==> src/rtl/apc_pkg.sv <==
package apc_pkg;

	// ----------------------------------------------------------------
	// operating modes
	// ----------------------------------------------------------------
	localparam logic [2:0] MODE_TE = 3'h0;
	localparam logic [2:0] MODE_LT_T = 3'h1;
	localparam logic [2:0] MODE_LT_S = 3'h2;
	localparam logic [2:0] MODE_NT = 3'h3;
	localparam logic [2:0] MODE_INT_NT = 3'h4;

	// ----------------------------------------------------------------
	// pin positions and function word fields
	// ----------------------------------------------------------------
	localparam int PIN_MF = 4;
	localparam int PIN_TIMING = 5;
	localparam int PIN_IRQ_A = 6;
	localparam int PIN_IRQ_B = 7;
	localparam int FN_PIN4_SEL = 0;
	localparam int FN_PIN5_SEL = 1;
	localparam int FN_TIMING_SRC = 2;
	localparam int FN_PIN7_SEL = 3;
	localparam int FN_TRIG_A = 4;
	localparam int FN_TRIG_B = 5;

	// ----------------------------------------------------------------
	// reset values
	// ----------------------------------------------------------------
	localparam logic [7:0] DIR_RESET = 8'hFF;
	localparam logic [7:0] OUT_RESET = 8'hFF;
	localparam logic [7:0] DRIVE_RESET = 8'h00;
	localparam logic [7:0] FUNC_RESET = 8'h00;
	localparam logic [1:0] MASK_RESET = 2'h3;

	// ----------------------------------------------------------------
	// serial bus timing
	// ----------------------------------------------------------------
	localparam int REF_CLK_KHZ = 100000;
	localparam int DCL_FAST_KHZ = 4096;
	localparam int DCL_SLOW_KHZ = 1536;
	localparam int DCL_FAST_HALF = REF_CLK_KHZ / (2 * DCL_FAST_KHZ);
	localparam int DCL_SLOW_HALF = REF_CLK_KHZ / (2 * DCL_SLOW_KHZ);
	localparam int CHAN_BITS = 32;
	localparam int CHAN_BYTES = 4;
	localparam int CHANS_FAST = 8;
	localparam int CHANS_SLOW = 3;
	localparam int HALVES_PER_BIT = 4;

endpackage : apc_pkg

==> src/rtl/apc_aux_pin_controller.sv <==
`timescale 1ns/1ps
`default_nettype none

module apc_aux_pin_controller #(
	parameter int NUM_PINS = 8
) (
	// clock and reset
	input wire logic ref_clk,
	input wire logic reset_n,
	// operating mode and rate
	input wire logic [2:0] opMode,
	input wire logic dclFast,
	// host register writes
	input wire logic [7:0] hostWrData,
	input wire logic dirWrEn,
	input wire logic outWrEn,
	input wire logic driveWrEn,
	input wire logic funcWrEn,
	input wire logic maskWrEn,
	// host register reads
	input wire logic inputRdEn,
	input wire logic irqRdEn,
	output logic [7:0] pinInputReg,
	output logic [1:0] pinIrqFlagsRd,
	output logic hostIrq,
	// serial bus side signals
	input wire logic gateBitIn,
	input wire logic multiframeTx,
	output logic multiframeRx,
	output logic frameSync,
	output logic [2:0] chanSel,
	output logic chanSelBad,
	output logic [4:0] slotBase,
	// pins
	input wire logic [7:0] auxPinIn,
	output logic [7:0] auxPinOut,
	output logic [7:0] auxPinOe,
	output logic [1:0] pullUpEn
);

	initial begin
		if (NUM_PINS != 8)
			$error("apc_aux_pin_controller: only eight pins served");
	end

	// ----------------------------------------------------------------
	// configuration registers
	// ----------------------------------------------------------------
	logic [7:0] pinDirection;
	logic [7:0] pinOutput;
	logic [7:0] pinDriveCfg;
	logic [7:0] pinFunctionCfg;
	logic [1:0] pinIrqMask;
	logic [1:0] pinIrqFlags;
	logic [1:0] prevIrqPin;

	// host writes; reset leaves every pin an input and irqs masked
	always_ff @(posedge ref_clk or negedge reset_n) begin
		if (!reset_n) begin
			pinDirection <= apc_pkg::DIR_RESET;
			pinOutput <= apc_pkg::OUT_RESET;
			pinDriveCfg <= apc_pkg::DRIVE_RESET;
			pinFunctionCfg <= apc_pkg::FUNC_RESET;
			pinIrqMask <= apc_pkg::MASK_RESET;
		end else begin
			if (dirWrEn)
				pinDirection <= hostWrData;
			if (outWrEn)
				pinOutput <= hostWrData;
			if (driveWrEn)
				pinDriveCfg <= hostWrData;
			if (funcWrEn)
				pinFunctionCfg <= hostWrData;
			if (maskWrEn)
				pinIrqMask <= hostWrData[1:0];
		end
	end

	// ----------------------------------------------------------------
	// mode decode and function selects
	// ----------------------------------------------------------------
	wire lineCard;
	wire mfOutMode;
	wire pin4Mf;
	wire pin5Timing;
	wire pin7Gate;
	wire timingSrc;
	wire [1:0] trigLevel;
	wire timingSig;
	wire bitClock;

	assign lineCard = (opMode == apc_pkg::MODE_LT_T) ||
		(opMode == apc_pkg::MODE_LT_S) || (opMode == apc_pkg::MODE_NT);
	assign mfOutMode = (opMode == apc_pkg::MODE_TE) ||
		(opMode == apc_pkg::MODE_LT_T);
	assign pin4Mf = pinFunctionCfg[apc_pkg::FN_PIN4_SEL];
	assign pin5Timing = pinFunctionCfg[apc_pkg::FN_PIN5_SEL];
	assign timingSrc = pinFunctionCfg[apc_pkg::FN_TIMING_SRC];
	assign pin7Gate = pinFunctionCfg[apc_pkg::FN_PIN7_SEL];
	assign trigLevel = {pinFunctionCfg[apc_pkg::FN_TRIG_B],
		pinFunctionCfg[apc_pkg::FN_TRIG_A]};
	assign timingSig = timingSrc ? bitClock : frameSync;

	// frame sync and bit clock derived from the data clock
	apc_timing_gen u_timing (
		.ref_clk(ref_clk),
		.reset_n(reset_n),
		.dclFast(dclFast),
		.frameSync(frameSync),
		.bitClock(bitClock),
		.frameStart()
	);

	// ----------------------------------------------------------------
	// per pin drive
	// ----------------------------------------------------------------
	logic [7:0] effDrive;
	logic [7:0] effValue;
	logic [7:0] effPushPull;

	// which pins drive, with what value and what drive type
	always_comb begin
		for (int i = 0; i < 8; i++) begin
			effDrive[i] = ~pinDirection[i];
			effValue[i] = pinOutput[i];
			effPushPull[i] = pinDriveCfg[i];
		end
		if (lineCard)
			effDrive[2:0] = 3'h0;
		if (pin4Mf) begin
			effDrive[apc_pkg::PIN_MF] = mfOutMode;
			effValue[apc_pkg::PIN_MF] = multiframeTx;
			effPushPull[apc_pkg::PIN_MF] = 1'b1;
		end
		if (pin5Timing) begin
			effDrive[apc_pkg::PIN_TIMING] = 1'b1;
			effValue[apc_pkg::PIN_TIMING] = timingSig;
			effPushPull[apc_pkg::PIN_TIMING] = 1'b1;
		end
		if (pin7Gate) begin
			effDrive[apc_pkg::PIN_IRQ_B] = 1'b1;
			effValue[apc_pkg::PIN_IRQ_B] = gateBitIn;
			effPushPull[apc_pkg::PIN_IRQ_B] = 1'b1;
		end
	end

	// open drain pulls low only, push/pull drives both levels
	assign auxPinOut = effValue & effPushPull;
	assign auxPinOe = effDrive & (effPushPull | ~effValue);
	assign pullUpEn = ~(effDrive[7:6] & effPushPull[7:6]);

	// ----------------------------------------------------------------
	// input capture and channel straps
	// ----------------------------------------------------------------
	function automatic logic [4:0] slot_of(input logic [2:0] chan);
		slot_of = 5'(chan * apc_pkg::CHAN_BYTES);
	endfunction : slot_of

	// pin level is latched on a host read, outputs included
	always_ff @(posedge ref_clk or negedge reset_n) begin
		if (!reset_n) begin
			pinInputReg <= 8'h00;
			multiframeRx <= 1'b0;
		end else begin
			if (inputRdEn)
				pinInputReg <= auxPinIn;
			if (pin4Mf && !mfOutMode)
				multiframeRx <= auxPinIn[apc_pkg::PIN_MF];
		end
	end

	// strapped channel select, sampled while in line-card mode
	always_ff @(posedge ref_clk or negedge reset_n) begin
		if (!reset_n) begin
			chanSel <= 3'h0;
			chanSelBad <= 1'b0;
			slotBase <= 5'h00;
		end else if (lineCard) begin
			chanSel <= auxPinIn[2:0];
			chanSelBad <= !dclFast && (auxPinIn[2:0] > 3'h2);
			slotBase <= slot_of(auxPinIn[2:0]);
		end
	end

	// ----------------------------------------------------------------
	// pin interrupts
	// ----------------------------------------------------------------
	wire [1:0] irqIsInput;
	wire [1:0] irqPin;
	wire [1:0] irqTrig;
	wire [1:0] next_flags;

	assign irqIsInput = pinDirection[7:6] & {~pin7Gate, 1'b1};
	assign irqPin = auxPinIn[7:6];
	// per pin select: level fires while low, edge needs high last cycle
	assign irqTrig = irqIsInput & ~irqPin &
		(trigLevel | prevIrqPin);
	// the set wins over a clear in the same cycle
	assign next_flags = (pinIrqFlags & ~{2{irqRdEn}}) | irqTrig;
	assign hostIrq = |(pinIrqFlags & ~pinIrqMask);

	// flags, read snapshot and edge history
	always_ff @(posedge ref_clk or negedge reset_n) begin
		if (!reset_n) begin
			pinIrqFlags <= 2'h0;
			pinIrqFlagsRd <= 2'h0;
			prevIrqPin <= 2'h3;
		end else begin
			pinIrqFlags <= next_flags;
			prevIrqPin <= irqPin;
			if (irqRdEn)
				pinIrqFlagsRd <= pinIrqFlags;
		end
	end
endmodule : apc_aux_pin_controller

`default_nettype wire

==> src/rtl/apc_timing_gen.sv <==
`timescale 1ns/1ps
`default_nettype none

module apc_timing_gen #(
	parameter int HALF_FAST = apc_pkg::DCL_FAST_HALF,
	parameter int HALF_SLOW = apc_pkg::DCL_SLOW_HALF
) (
	// clock and reset
	input wire logic ref_clk,
	input wire logic reset_n,
	// rate select
	input wire logic dclFast,
	// derived timing
	output logic frameSync,
	output logic bitClock,
	output logic frameStart
);

	localparam int HALF_W = 6;
	localparam int FRAME_W = 11;

	initial begin
		if (HALF_FAST < 1 || HALF_SLOW < 1 || HALF_SLOW >= 2 ** HALF_W)
			$error("apc_timing_gen: bad half period");
	end

	logic [HALF_W-1:0] divCnt;
	logic [FRAME_W-1:0] halfCnt;
	logic [HALF_W-1:0] divLast;
	logic [FRAME_W-1:0] frameLast;
	logic dclTick;

	// divider end and frame length follow the data clock rate
	assign divLast = dclFast ? HALF_W'(HALF_FAST - 1) : HALF_W'(HALF_SLOW - 1);
	assign frameLast = dclFast ?
		FRAME_W'(apc_pkg::CHANS_FAST * apc_pkg::CHAN_BITS
			* apc_pkg::HALVES_PER_BIT - 1) :
		FRAME_W'(apc_pkg::CHANS_SLOW * apc_pkg::CHAN_BITS
			* apc_pkg::HALVES_PER_BIT - 1);
	assign dclTick = (divCnt >= divLast);

	// data clock half period divider and frame counter
	always_ff @(posedge ref_clk or negedge reset_n) begin
		if (!reset_n) begin
			divCnt <= '0;
			halfCnt <= '0;
		end else begin
			divCnt <= dclTick ? '0 : divCnt + 1'b1;
			if (dclTick)
				halfCnt <= (halfCnt >= frameLast) ? '0 : halfCnt + 1'b1;
		end
	end

	// frame sync over the first bit, bit clock at half data clock
	always_ff @(posedge ref_clk or negedge reset_n) begin
		if (!reset_n) begin
			frameSync <= 1'b0;
			bitClock <= 1'b0;
			frameStart <= 1'b0;
		end else begin
			frameSync <= (halfCnt < FRAME_W'(apc_pkg::HALVES_PER_BIT));
			bitClock <= ~halfCnt[1];
			frameStart <= dclTick && (halfCnt >= frameLast);
		end
	end

endmodule : apc_timing_gen

`default_nettype wire

==> config.mk <==
export PLATFORM = sky130hd
export DESIGN_NAME = apc_aux_pin_controller
export DESIGN_NICKNAME = d
export VERILOG_FILES = /design/src/rtl/apc_pkg.sv /design/src/rtl/apc_aux_pin_controller.sv /design/src/rtl/apc_timing_gen.sv
export SDC_FILE = /design/constraint.sdc
export NUM_CORES = 1
export LEC_CHECK = 0
export BUFFER_PORTS_ARGS = -buffer_cell sky130_fd_sc_hd__buf_2
export CAP_MARGIN = 20
export CORE_MARGIN = 5
export CORE_UTILIZATION = 50
export CTS_BUF_LIST = sky130_fd_sc_hd__clkbuf_2 sky130_fd_sc_hd__clkbuf_4 sky130_fd_sc_hd__clkbuf_8
export DETAILED_ROUTE_END_ITERATION = 8
export PLACE_DENSITY = 0.75
export SKIP_CTS_REPAIR_TIMING = 1
export SLEW_MARGIN = 5
export SYNTH_ARGS = -nofsm -noshare
export SYNTH_HDL_FRONTEND = slang
export SYNTH_SLANG_ARGS = --single-unit
export TNS_END_PERCENT = 100
==> constraint.sdc <==
create_clock -name ref_clk -period 2.2 [get_ports ref_clk]
set_input_delay 0.11 -clock ref_clk [delete_from_list [all_inputs] [get_ports ref_clk]]
set_output_delay 0.11 -clock ref_clk [all_outputs]
set_load 0.01 [all_outputs]
; ---- Yosys cells after proc, flatten, opt, wreduce, memory -nomap -nowiden
; Index checks and enable logic that the tools add are counted.
[op_classes]
n_addsub = 2
reduce_logical = 9
n_eq_ne = 3
magnitude_cmp = 4
mux = 15
bitwise = 26
[op_table]
columns = cell, count
row1 = AND 8 bit, 2
row2 = AND 2 bit, 6
row3 = adder 11 x 1 -> 11 bit (second input constant), 1
row4 = greater-or-equal comparator 11 bit, 1
row5 = less-than comparator 11 x 3 -> 1 bit (second input constant), 1
row6 = 2-to-1 mux 11 bit, 1
row7 = 2-to-1 mux 1 bit, 10
row8 = 2-to-1 mux 10 bit, 1
row9 = inverter 1 bit, 10
row10 = inverter 2 bit, 4
row11 = inverter 8 bit, 1
row12 = bitwise OR 8 bit, 1
row13 = adder 6 x 1 -> 6 bit (second input constant), 1
row14 = equality test 3 x 2 -> 1 bit (second input constant), 2
row15 = greater-or-equal comparator 6 bit, 1
row16 = 2-to-1 mux 6 bit, 1
row17 = 2-to-1 mux 5 bit, 1
row18 = bitwise OR 2 bit, 2
row19 = equality test 3 x 1 -> 1 bit (second input constant), 1
row20 = greater-than comparator 3 x 2 -> 1 bit (second input constant), 1
row21 = zero test 3 bit, 1
row22 = logical OR 1 bit, 3
row23 = 2-to-1 mux 3 bit, 1
row24 = logical AND 1 bit, 2
row25 = 2 further kinds, 3
[totals]
input_bits = 31
output_inout_bits = 40
reg_bits = 70

; ---- Longest topological paths before layout
; Gate-level depths: netlist (run 1).
[logic_depth]
word_depth = 5
ltp_mapped = 7
ltp_nobuf = 6

; ---- Cells and area by module
; From an unflattened synthesis (run 1), not the netlist that was laid out.
[unflattened]
hier_cells = 276
area_unflattened_um2 = 3284.4
[modules_own_cells]
columns = module, cells_per_inst, instances, seq_area_each_um2, area_each_um2
row1 = apc_aux_pin_controller, 165, 1, 1301.2, 2217.1
row2 = apc_timing_gen, 111, 1, 500.5, 1067.3

; ---- Worst setup path after synthesis (run 1)
; No wires, ideal clock.
[synth_timing]
path_kind = flip-flop to flip-flop
from = register u_timing.divCnt[2]
to = register u_timing.halfCnt[0]
stages_incl_launch_ff = 7
synth_period_minus_slack_ns = 1.663
path_slack_ns = 0.537
setup_ns = 0.125
arrival_time_ns = 1.539
path_buffers = 1
cell_sequence = dfrtp_1 -> ha_1 -> a21oi_1 -> o21ai_1 -> and2_1 -> buf_6 -> mux2_2
[synth_between]
elab_chain_cells = 1
[synth_rtl]
columns = element, line_no
row1 = from (decl), apc_timing_gen.sv:27  ; logic [HALF_W-1:0] divCnt;
row2 = from (signal assigned), apc_timing_gen.sv:48  ; divCnt <= dclTick ? '0 : divCnt + 1'b1;
row3 = greater-or-equal comparator 6 bit, apc_timing_gen.sv:40  ; assign dclTick = (divCnt >= divLast);
row4 = to (signal assigned), apc_timing_gen.sv:50  ; halfCnt <= (halfCnt >= frameLast) ? '0 : halfCnt + 1'b1;
row5 = to (decl), apc_timing_gen.sv:28  ; logic [FRAME_W-1:0] halfCnt;
; Every way passes these cells.
; A chain may end at the register's enable or synchronous reset.

; ---- Worst setup path after layout (run 1)
[layout_timing]
from = register u_timing.halfCnt[9]
to = register u_timing.halfCnt[0]
[layout_between]
elab_chain_cells = 2
[layout_rtl]
columns = element, line_no
row1 = greater-or-equal comparator 11 bit, apc_timing_gen.sv:50
row2 = 2-to-1 mux 11 bit, apc_timing_gen.sv:50
; Every way passes these cells.

==> results of run 1 <==
where the power goes:
group | switching (mW) | internal, mW
Combinational | 0.380 | 0.341
Sequential | 0.174 | 1.51
Clock | 0.484 | 0.684
cell families after synthesis:
group	count (synthesis)	share of synthesized area
buffers and inverters	25	0.0387
AOI/OAI and AO/OA	46	0.101
other	1	0.00120
xor gates and xnor gates	3	0.00837
muxes	40	0.144
and+or+nand+nor	77	0.117
DFF	70	0.566
adders and majority gates	6	0.0239
final cells by class:
class	instances	area, µm²	area share
Sequential cell	70	1780	0.466
Multi-Input combinational cell	174	1240	0.327
Timing Repair Buffer	77	420	0.110
Clock buffer	11	145	0.0381
Tap cell	75	93.8	0.0246
Clock inverter	5	83.8	0.0220
Inverter	12	45.0	0.0118
Yosys cell counts (2+ instances only):
library cell	instances	area (µm²)
and3_1	2	12.5
o21ai_0	12	60.1
nand3_1	6	30.0
buf_4	5	37.5
a21o_1	7	52.6
mux2_2	40	450
dfstp_2	20	526
nor2_1	18	67.6
o21a_1	2	15.0
xor2_1	2	17.5
nor4_1	2	12.5
nor3_1	5	25.0
a22o_1	7	61.3
clkbuf_1	6	22.5
dfrtp_1	50	1250
ha_1	6	75.1
and2_1	7	43.8
inv_1	12	45.0
a21oi_1	7	35.0
nor2b_1	4	25.0
o22ai_1	2	12.5
nand2_1	27	101
nand4_1	2	12.5
layer usage:
layer,vias up,global-route usage,share of wire
met5,-,0,0
met4,0,0.0704,0.016
met3,8,0.0452,0.060
met2,47,0.281,0.50
met1,1078,0.223,0.42
li1,1087,-,-
worst max-delay path: stages (launching register included):
cell	delay [ns]
dfrtp_1	0.43
ha_1	0.31
a311o_1	0.32
a41oi_2	0.17
and2_1	0.36
mux2_2	0.22
flip-flops by register name (all words and copies together), names as in the netlist, 3 cells and up:
name	flops
pinOutput	8
pinDirection	8
chanSel	3
u_timing.divCnt	6
pinInputReg	8
pinFunctionCfg	6
u_timing.halfCnt	11
pinDriveCfg	8
layout by cell type, fill, tap and decap left out, types with 7 or more instances in the layout:
cell type,synthesis,final
o21ai_0,12,12
mux2_2,40,40
a22o_1,7,7
inv_1,12,12
dfstp_2,20,20
dfrtp_1,50,50
nor2_1,18,18
a21oi_1,7,7
buf_2,1,68
nand2_1,27,27
and2_1,7,7
clkbuf_8,0,10
a21o_1,7,7
final timing paths:
| kind | start | end | slack [ns] | cells after the start |
|---|---|---|---|---|
| worst min register to register | u_timing.divCnt[0] | u_timing.divCnt[0] | 0.47 | 1 |
| worst max-delay path | u_timing.halfCnt[9] | u_timing.halfCnt[0] | 0.33 | 5 |
| min in group asynchronous | reset_n | pinDriveCfg[3] | 0.29 | 2 |
| worst max register to register | u_timing.halfCnt[9] | u_timing.halfCnt[0] | 0.33 | 5 |
| max in group asynchronous | reset_n | pinOutput[6] | 1.11 | 3 |
| worst min-delay path | auxPinIn[1] | chanSel[1] | -0.005 | 3 |
metrics by stage:
step	hold slack, ns	worst slack (ns)	instances	cell area [µm²]
after floorplan	-0.186	0.537	269	3140
after global placement	0.119	0.394	403	3530
after detailed placement	0.129	0.325	403	3530
after CTS	-0.253	0.319	419	3760
after global routing	0.00348	0.156	424	3810
final	-0.00544	0.331	424	3810
==> impl_metrics.toml, run 1 <==
[routing]
detailed_router_s_first_iteration_violation_count = 71
detail_route.vias_per_cell = 5.24
post-route-drc-count = 0
wire_per_inst_um = 15.4
via_count = 2220
drt_pass1_iterations = 4
antenna_left = 0
drt-total-wl_mm = 6.55

[worst_setup_path]
crit_fanout = 9
worst_ep_required_time_ns = 2.48
start_kind = "flip-flop"
critPathCaptureType = "flip-flop"
data_arrival_critical_path_ns = 2.15
setup.worst_path.class = "reg -> reg"

[sta]
whs_ns = -0.00544
tightest_slew_ns = 0.551
timing.final.hold_violations = 3
setup-tns-final_ns = 0
clock-skew-final_ns = 0.00630
slew_viol_final = 0
post-route-period-util = 0.850
grt_setup_unrepaired = "no"
timing.fmax_mhz = 535
setup_viol = 0
finalWorstPathRequiredPeriod_ns = 1.87
worst_slew_margin_relative_to_its_limit = 0.633

[grt]
groute.usage.overall = 0.173
grt_first_pass_wirelength_mm = 10.4
globalRoute.totalOverflow = 0
grt_pass1_vias = 2178
largest_net_degree_at_the_start_of_global_routing = 27
number_of_antenna_violations_at_the_first_check_in_global_routing = 0

[cts]
cts_tree = "yes"
clk_transition_reported_paths_ns = 0.07
cts_buffers = 9
maximum_level_of_the_cts_h_tree = 3
clock_insertion_delay_worst_skew_ns = 0.34
clock_tree.root_cell = "clkbuf_8"
clkSinkCount = 70
clock_buffer_depth = 2

[yosys]
synth-seq-cells = 70
async_flop_share = 1.00
synth.yosys.seq_area_share = 0.566
synth_flop_cell = "dfrtp_1"
syn-instance-count = 268
yosysWarnings = 0
synthesis.area_per_instance_um2 = 11.7
syn-cell-area_um2 = 3140
yosysUniqueCellTypes = 40
synth_edf_count = 0

[final_layout]
drive_gt1_frac = 0.433
fill_cells = 487
fin_nets = 381
area_growth_syn_to_layout_pct = 21.4
num_antenna_cells = 0
layout.core_utilization = 0.632

[floorplanning]
die_x_um = 89.2
die_footprint_um2 = 7960
floorplan.rows = 28
die-height_um = 89.2
ios = 71
design.core.area_um2 = 6030
initial_utilization = 0.521

[pwr]
power.static_leakage_nw = 1.79
worst_ir_drop_vdd_v = 0.000449
total_power_mw = 3.57
power_density_nw_per_um2 = 938

[status]
violated_checks = "negative hold slack"
run_status = "complete, but fails checks"

[placed_design]
io_buffers = 68
detailed_place_hpwl_mm = 4.78
globalplace.congestion = 0.825

[flow_run]
drv.max_cap_violation_count = 0

[worst_hold_path]
hold_path_class = "in -> reg"
No activity file was read; power rests on OpenSTA's default activity.
==> run 2, diff against run 1 <==
--- a/config.mk
+++ b/config.mk
@@ -11,7 +11,7 @@
 export CORE_UTILIZATION = 50
 export CTS_BUF_LIST = sky130_fd_sc_hd__clkbuf_2 sky130_fd_sc_hd__clkbuf_4 sky130_fd_sc_hd__clkbuf_8
 export DETAILED_ROUTE_END_ITERATION = 8
-export PLACE_DENSITY = 0.75
+export PLACE_DENSITY = 0.78
 export SKIP_CTS_REPAIR_TIMING = 1
 export SLEW_MARGIN = 5
 export SYNTH_ARGS = -nofsm -noshare
==> constraint.sdc (replaced) <==
create_clock -name ref_clk -period 1.6 [get_ports ref_clk]
set_input_delay 0.08 -clock ref_clk [delete_from_list [all_inputs] [get_ports ref_clk]]
set_output_delay 0.08 -clock ref_clk [all_outputs]
set_load 0.01 [all_outputs]
==> run 2 against run 1 <==
Net effect:
- the flow finishes with violations (negative hold slack, negative setup slack)
- cell area rose by 6.8%
- clock skew barely moved
- via count rose by 5.3%
- worst setup slack got worse by 0.47 ns
- routed wire length rose by 6.7%
- combinational power rose by 85%
==> impl_metrics.toml, run 2 (synthesis gave the netlist of run 1 again) <==
[status]
run_status = "complete, but fails checks"
violated_checks = "negative hold slack, negative setup slack"

[final_layout]
fin_nets = 406
multi_input_comb_area_um2 = 1260
largest_register_ffs = 11
drive_gt1_frac = 0.463
area_growth_syn_to_layout_pct = 29.6
layout_commonest_cell = "buf_2"
seqCellArea_um2 = 1780
final_cell_mix = "buf_2 (68), dfrtp_1 (50), mux2_2 (40), nand2_1 (27), dfstp_2 (20)"
num_antenna_cells = 0
layout.core_utilization = 0.675
fill_cells = 438
largest-register = "u_timing.halfCnt"

[worst_hold_path]
hold_crit_start = "hostWrData[7]"
hold_path_class = "in -> reg"
worstHoldEndpoint = "pinDirection[7]"
min_delay_path_depth = 3

[grt]
grt_first_pass_wirelength_mm = 10.6
groute.usage.overall = 0.177
largest_net_degree_at_the_start_of_global_routing = 71
globalRoute.totalOverflow = 0
grt_pass1_vias = 2251
number_of_antenna_violations_at_the_first_check_in_global_routing = 0

[floorplanning]
ios = 71
floorplan.rows = 28
design.core.area_um2 = 6030
initial_utilization = 0.521
die_x_um = 89.2
die-height_um = 89.2
die_footprint_um2 = 7960

[pwr]
power.share.switching = 0.285
power.static_leakage_nw = 1.93
worst_ir_drop_vdd_v = 0.000688
power_density_nw_per_um2 = 1280
power_frac_comb = 0.257
pwr-share-seq = 0.437
total_power_mw = 5.19
total_switching_power_mw = 1.48
p_int_mw = 3.71
clock_power_share = 0.306

[sta]
setup-tns-final_ns = -1.04
final.setup.worst_slack_ns = -0.139
timing.fmax_mhz = 575
grt_setup_unrepaired = "yes"
whs_ns = -0.0125
setup_viol = 10
slew_viol_final = 0
timing.final.hold_violations = 2
finalWorstPathRequiredPeriod_ns = 1.74
clock-skew-final_ns = 0.00676
post-route-period-util = 1.09

[worst_setup_path]
setup.worst_path.class = "reg -> reg"
worstRegToRegCells = 6
regToRegSetupSlack_ns = -0.14
worst_ep_required_time_ns = 1.88
data_arrival_critical_path_ns = 2.02
start_kind = "flip-flop"
reg2reg_to = "u_timing.halfCnt[8]"
critPathCaptureType = "flip-flop"
r2r-start = "u_timing.halfCnt[9]"
crit_fanout = 5

[routing]
post-route-drc-count = 0
wire_per_inst_um = 15.6
via_count = 2337
detail_route.vias_per_cell = 5.20
detailed_router_s_first_iteration_violation_count = 70
drt-total-wl_mm = 6.99
drt_pass1_iterations = 4
antenna_left = 0

[cts]
clk_transition_reported_paths_ns = 0.07
clock_tree.root_cell = "clkbuf_8"
cts_tree = "yes"
clock_insertion_delay_worst_skew_ns = 0.34
cts_buffers = 9
maximum_level_of_the_cts_h_tree = 3
clkSinkCount = 70
clock_buffer_depth = 2

[flow_run]
drv.max_cap_violation_count = 0

[placed_design]
detailed_place_hpwl_mm = 4.97
globalplace.congestion = 0.821
io_buffers = 68
pre_cts_slack_ns = -0.102
==> run 2: worst max-delay path by stage <==
stage                             start             endpoint  slack, ns
CTS                 u_timing.halfCnt[9]  u_timing.halfCnt[5]      -0.15
floorplan           u_timing.halfCnt[9]  u_timing.halfCnt[0]      -0.04
detailed placement  u_timing.halfCnt[9]  u_timing.halfCnt[5]      -0.10
finish              u_timing.halfCnt[9]  u_timing.halfCnt[8]      -0.14
global route        u_timing.halfCnt[9]  u_timing.halfCnt[8]      -0.17
global placement    u_timing.halfCnt[9]  u_timing.halfCnt[0]      -0.05
==> run 2: worst max-delay path: stages (launching register included) <==
cell	delay, ns
dfrtp_1	0.41
ha_4	0.22
a311o_1	0.37
a41oi_2	0.22
and2_4	0.20
buf_6	0.11
a22o_1	0.14
==> run 2: per-stage QoR <==
step,std cells,cell area [µm²]
2_1_floorplan,269,3150
3_3_place_gp,420,3690
3_5_place_dp,420,3690
4_1_cts,436,3910
5_1_grt,449,4070
6_report,449,4070
==> run 2: cell type report <==
| class | count | area share |
|---|---|---|
| inverters | 12 | 0.0111 |
| clock inverters | 5 | 0.0200 |
| well taps | 75 | 0.0231 |
| multi-input cells | 174 | 0.311 |
| clock buffers | 11 | 0.0357 |
| flip-flops and latches | 70 | 0.437 |
| repair buffers | 102 | 0.163 |
==> run 2: per-layer routing <==
metal | routed length (µm) | GRT usage | vias to the layer above
met5 | 0 | 0 | -
met4 | 122 | 0.0839 | 0
met3 | 362 | 0.0369 | 11
met2 | 3570 | 0.297 | 48
met1 | 2930 | 0.217 | 1143
li1 | - | - | 1135
==> run 2: power groups by stage <==
stage                     sequential (mW)  clock (mW)  combinational, mW
after detailed placement             2.29           0               1.28
after CTS                            2.27        1.62               1.29
after global placement               2.28           0               1.24
after global routing                 2.30        1.69               1.51
final                                2.27        1.59               1.33
after floorplan                      2.31           0              0.675
==> run 3, diff against run 2 <==
--- a/config.mk
+++ b/config.mk
@@ -7,11 +7,13 @@
 export LEC_CHECK = 0
 export BUFFER_PORTS_ARGS = -buffer_cell sky130_fd_sc_hd__buf_2
 export CAP_MARGIN = 20
+export CELL_PAD_IN_SITES_DETAIL_PLACEMENT = 2
+export CELL_PAD_IN_SITES_GLOBAL_PLACEMENT = 2
 export CORE_MARGIN = 5
-export CORE_UTILIZATION = 50
+export CORE_UTILIZATION = 32
 export CTS_BUF_LIST = sky130_fd_sc_hd__clkbuf_2 sky130_fd_sc_hd__clkbuf_4 sky130_fd_sc_hd__clkbuf_8
 export DETAILED_ROUTE_END_ITERATION = 8
-export PLACE_DENSITY = 0.78
+export PLACE_DENSITY_LB_ADDON = 0.1
 export SKIP_CTS_REPAIR_TIMING = 1
 export SLEW_MARGIN = 5
 export SYNTH_ARGS = -nofsm -noshare
==> run 3 against run 2 <==
Net effect:
- the flow still finishes with violations (negative hold slack, negative setup slack)
- worst setup slack worse by 0.025 ns
- non-clock buffer count increased by 2
- count of clock-buffer cells in the layout did not move
- clock power increased by 4%
- die area increased by 49%
- utilization decreased by 25 points
- flip-flop and latch count unchanged
- sequential power about the same
- cell count up 13%
- clock skew up 0.0065 ns
- critical endpoint is now u_timing.halfCnt[0]
- largest cell class unchanged
==> impl_metrics.toml, run 3 (synthesis gave the netlist of run 1 again) <==
[final_layout]
final_cell_mix = "buf_2 (68), dfrtp_1 (50), mux2_2 (39), nand2_1 (27), buf_4 (21)"
area_growth_syn_to_layout_pct = 32.5
stdcell_count = 509
fin_nets = 408
layout_commonest_cell = "buf_2"
drive_gt1_frac = 0.471
largest-register = "u_timing.halfCnt"
num_antenna_cells = 0
largest_register_ffs = 11

[worst_setup_path]
start_kind = "flip-flop"
worst_ep_required_time_ns = 1.81
cell_depth_of_the_worst_setup_path = 6
critical_path.n_buffers_inverters = 1
setup.worst_path.class = "reg -> reg"
cp_cell_sequence = "ha_4 > and4b_1 > a41oi_2 > and2_4 > buf_6 > mux2_4"
worstSetupStartpoint = "u_timing.halfCnt[9]"
critPathCaptureType = "flip-flop"
crit_fanout = 4
cp_slowest_cell = "dfrtp_1"
data_arrival_critical_path_ns = 1.98
regToRegSetupSlack_ns = -0.16
r2r-start = "u_timing.halfCnt[9]"
critPathMaxStageDelay_ns = 0.41
reg2reg_to = "u_timing.halfCnt[0]"
worstRegToRegCells = 6
capture_point_of_the_critical_path = "u_timing.halfCnt[0]"
critical-path-top-delay-family = "simple AND/OR/NAND/NOR gates"

[grt]
grt_pass1_vias = 2713
grt_first_pass_wirelength_mm = 13.2
number_of_antenna_violations_at_the_first_check_in_global_routing = 0
globalRoute.totalOverflow = 0
largest_net_degree_at_the_start_of_global_routing = 71
groute.usage.overall = 0.142

[cts]
clkSinkCount = 70
clock_buffer_depth = 2
clk_transition_reported_paths_ns = 0.08
clock_insertion_delay_worst_skew_ns = 0.34
maximum_level_of_the_cts_h_tree = 3
clock_tree.root_cell = "clkbuf_8"
cts_tree = "yes"
cts_buffers = 9

[sta]
setup_viol = 11
post-route-period-util = 1.10
grt_setup_unrepaired = "yes"
clock-skew-final_ns = 0.0133
worst_slew_margin_relative_to_its_limit = 0.630
timing.final.hold_violations = 1
tightest_slew_ns = 0.552
timing.fmax_mhz = 567
final.setup.worst_slack_ns = -0.164
finalWorstPathRequiredPeriod_ns = 1.76
slew_viol_final = 0
whs_ns = -0.00585

[floorplanning]
design.core.area_um2 = 9680
initial_utilization = 0.324
die_x_um = 109
ios = 71
die_footprint_um2 = 11900
floorplan.rows = 36
die-height_um = 109

[pwr]
total_power_mw = 5.33
power_density_nw_per_um2 = 1280
power.static_leakage_nw = 1.95
worst_ir_drop_vdd_v = 0.000591

[routing]
antenna_left = 0
drt_pass1_iterations = 4
detail_route.vias_per_cell = 4.80
drt-total-wl_mm = 8.33
detailed_router_s_first_iteration_violation_count = 66
wire_per_inst_um = 16.4
post-route-drc-count = 0
via_count = 2444

[placed_design]
detailed_place_hpwl_mm = 6.13
io_buffers = 68
placed_cells = 481
globalplace.congestion = 0.723

[status]
run_status = "complete, but fails checks"
violated_checks = "negative hold slack, negative setup slack"

[worst_hold_path]
hold_path_class = "in -> reg"

[flow_run]
drv.max_cap_violation_count = 0
run 3: cell types whose count changed in the layout (fill, tap and decap cells not counted), sizes merged:
cell / change
inv: -1
dlygate4sd3: -1
clkinv: +1
buf: +3
run 3: final cells by class:
class	instances	area (µm²)
clock buffer	11	151
clock inverter	5	81.3
fill	1027	5530
inverter	12	45.0
multi-input combinational	174	1270
sequential	70	1780
tap	133	166
timing repair buffer	104	662
run 3: report_power, final:
part | total [mW] | internal (mW) | switching [mW]
Combinational | 1.42 | 0.719 | 0.700
Sequential | 2.25 | 2.08 | 0.174
Clock | 1.66 | 0.964 | 0.695
run 3: metrics by stage:
step                      setup TNS [ns]  setup slack [ns]  area, µm²  hold slack (ns)  utilization
after floorplan                   -0.206           -0.0440       3150           -0.216            -
after global placement            -0.419           -0.0577       3770            0.142        0.389
after detailed placement           -1.29            -0.166       3770            0.147        0.389
after CTS                          -1.44            -0.169       4000           -0.235        0.413
after global routing               -2.12            -0.232       4160          0.00302        0.429
final                              -1.25            -0.164       4160         -0.00585        0.429
run 3: worst min path at each step:
stage | startpoint | to | slack [ns] | cells after the start
floorplan | reset_n | chanSelBad | -0.22 | 0
global placement | reset_n | pinDriveCfg[3] | 0.14 | 2
detailed placement | reset_n | pinDriveCfg[3] | 0.15 | 2
CTS | reset_n | pinDriveCfg[3] | -0.23 | 2
global route | hostWrData[3] | pinDriveCfg[3] | 0.003 | 3
finish | auxPinIn[0] | chanSel[0] | -0.006 | 3
run 3: routing by layer:
metal,GRT usage,up-vias,share of wire
met3,0.0290,13,0.042
met2,0.250,43,0.52
li1,-,1139,-
met1,0.175,1249,0.43
met4,0.0451,0,0.014
met5,0,-,0
run 3: worst min-delay path, stage by stage:
cell,delay [ns]
buf_2,0.10
nand2_1,0.05
nand2_1,0.06
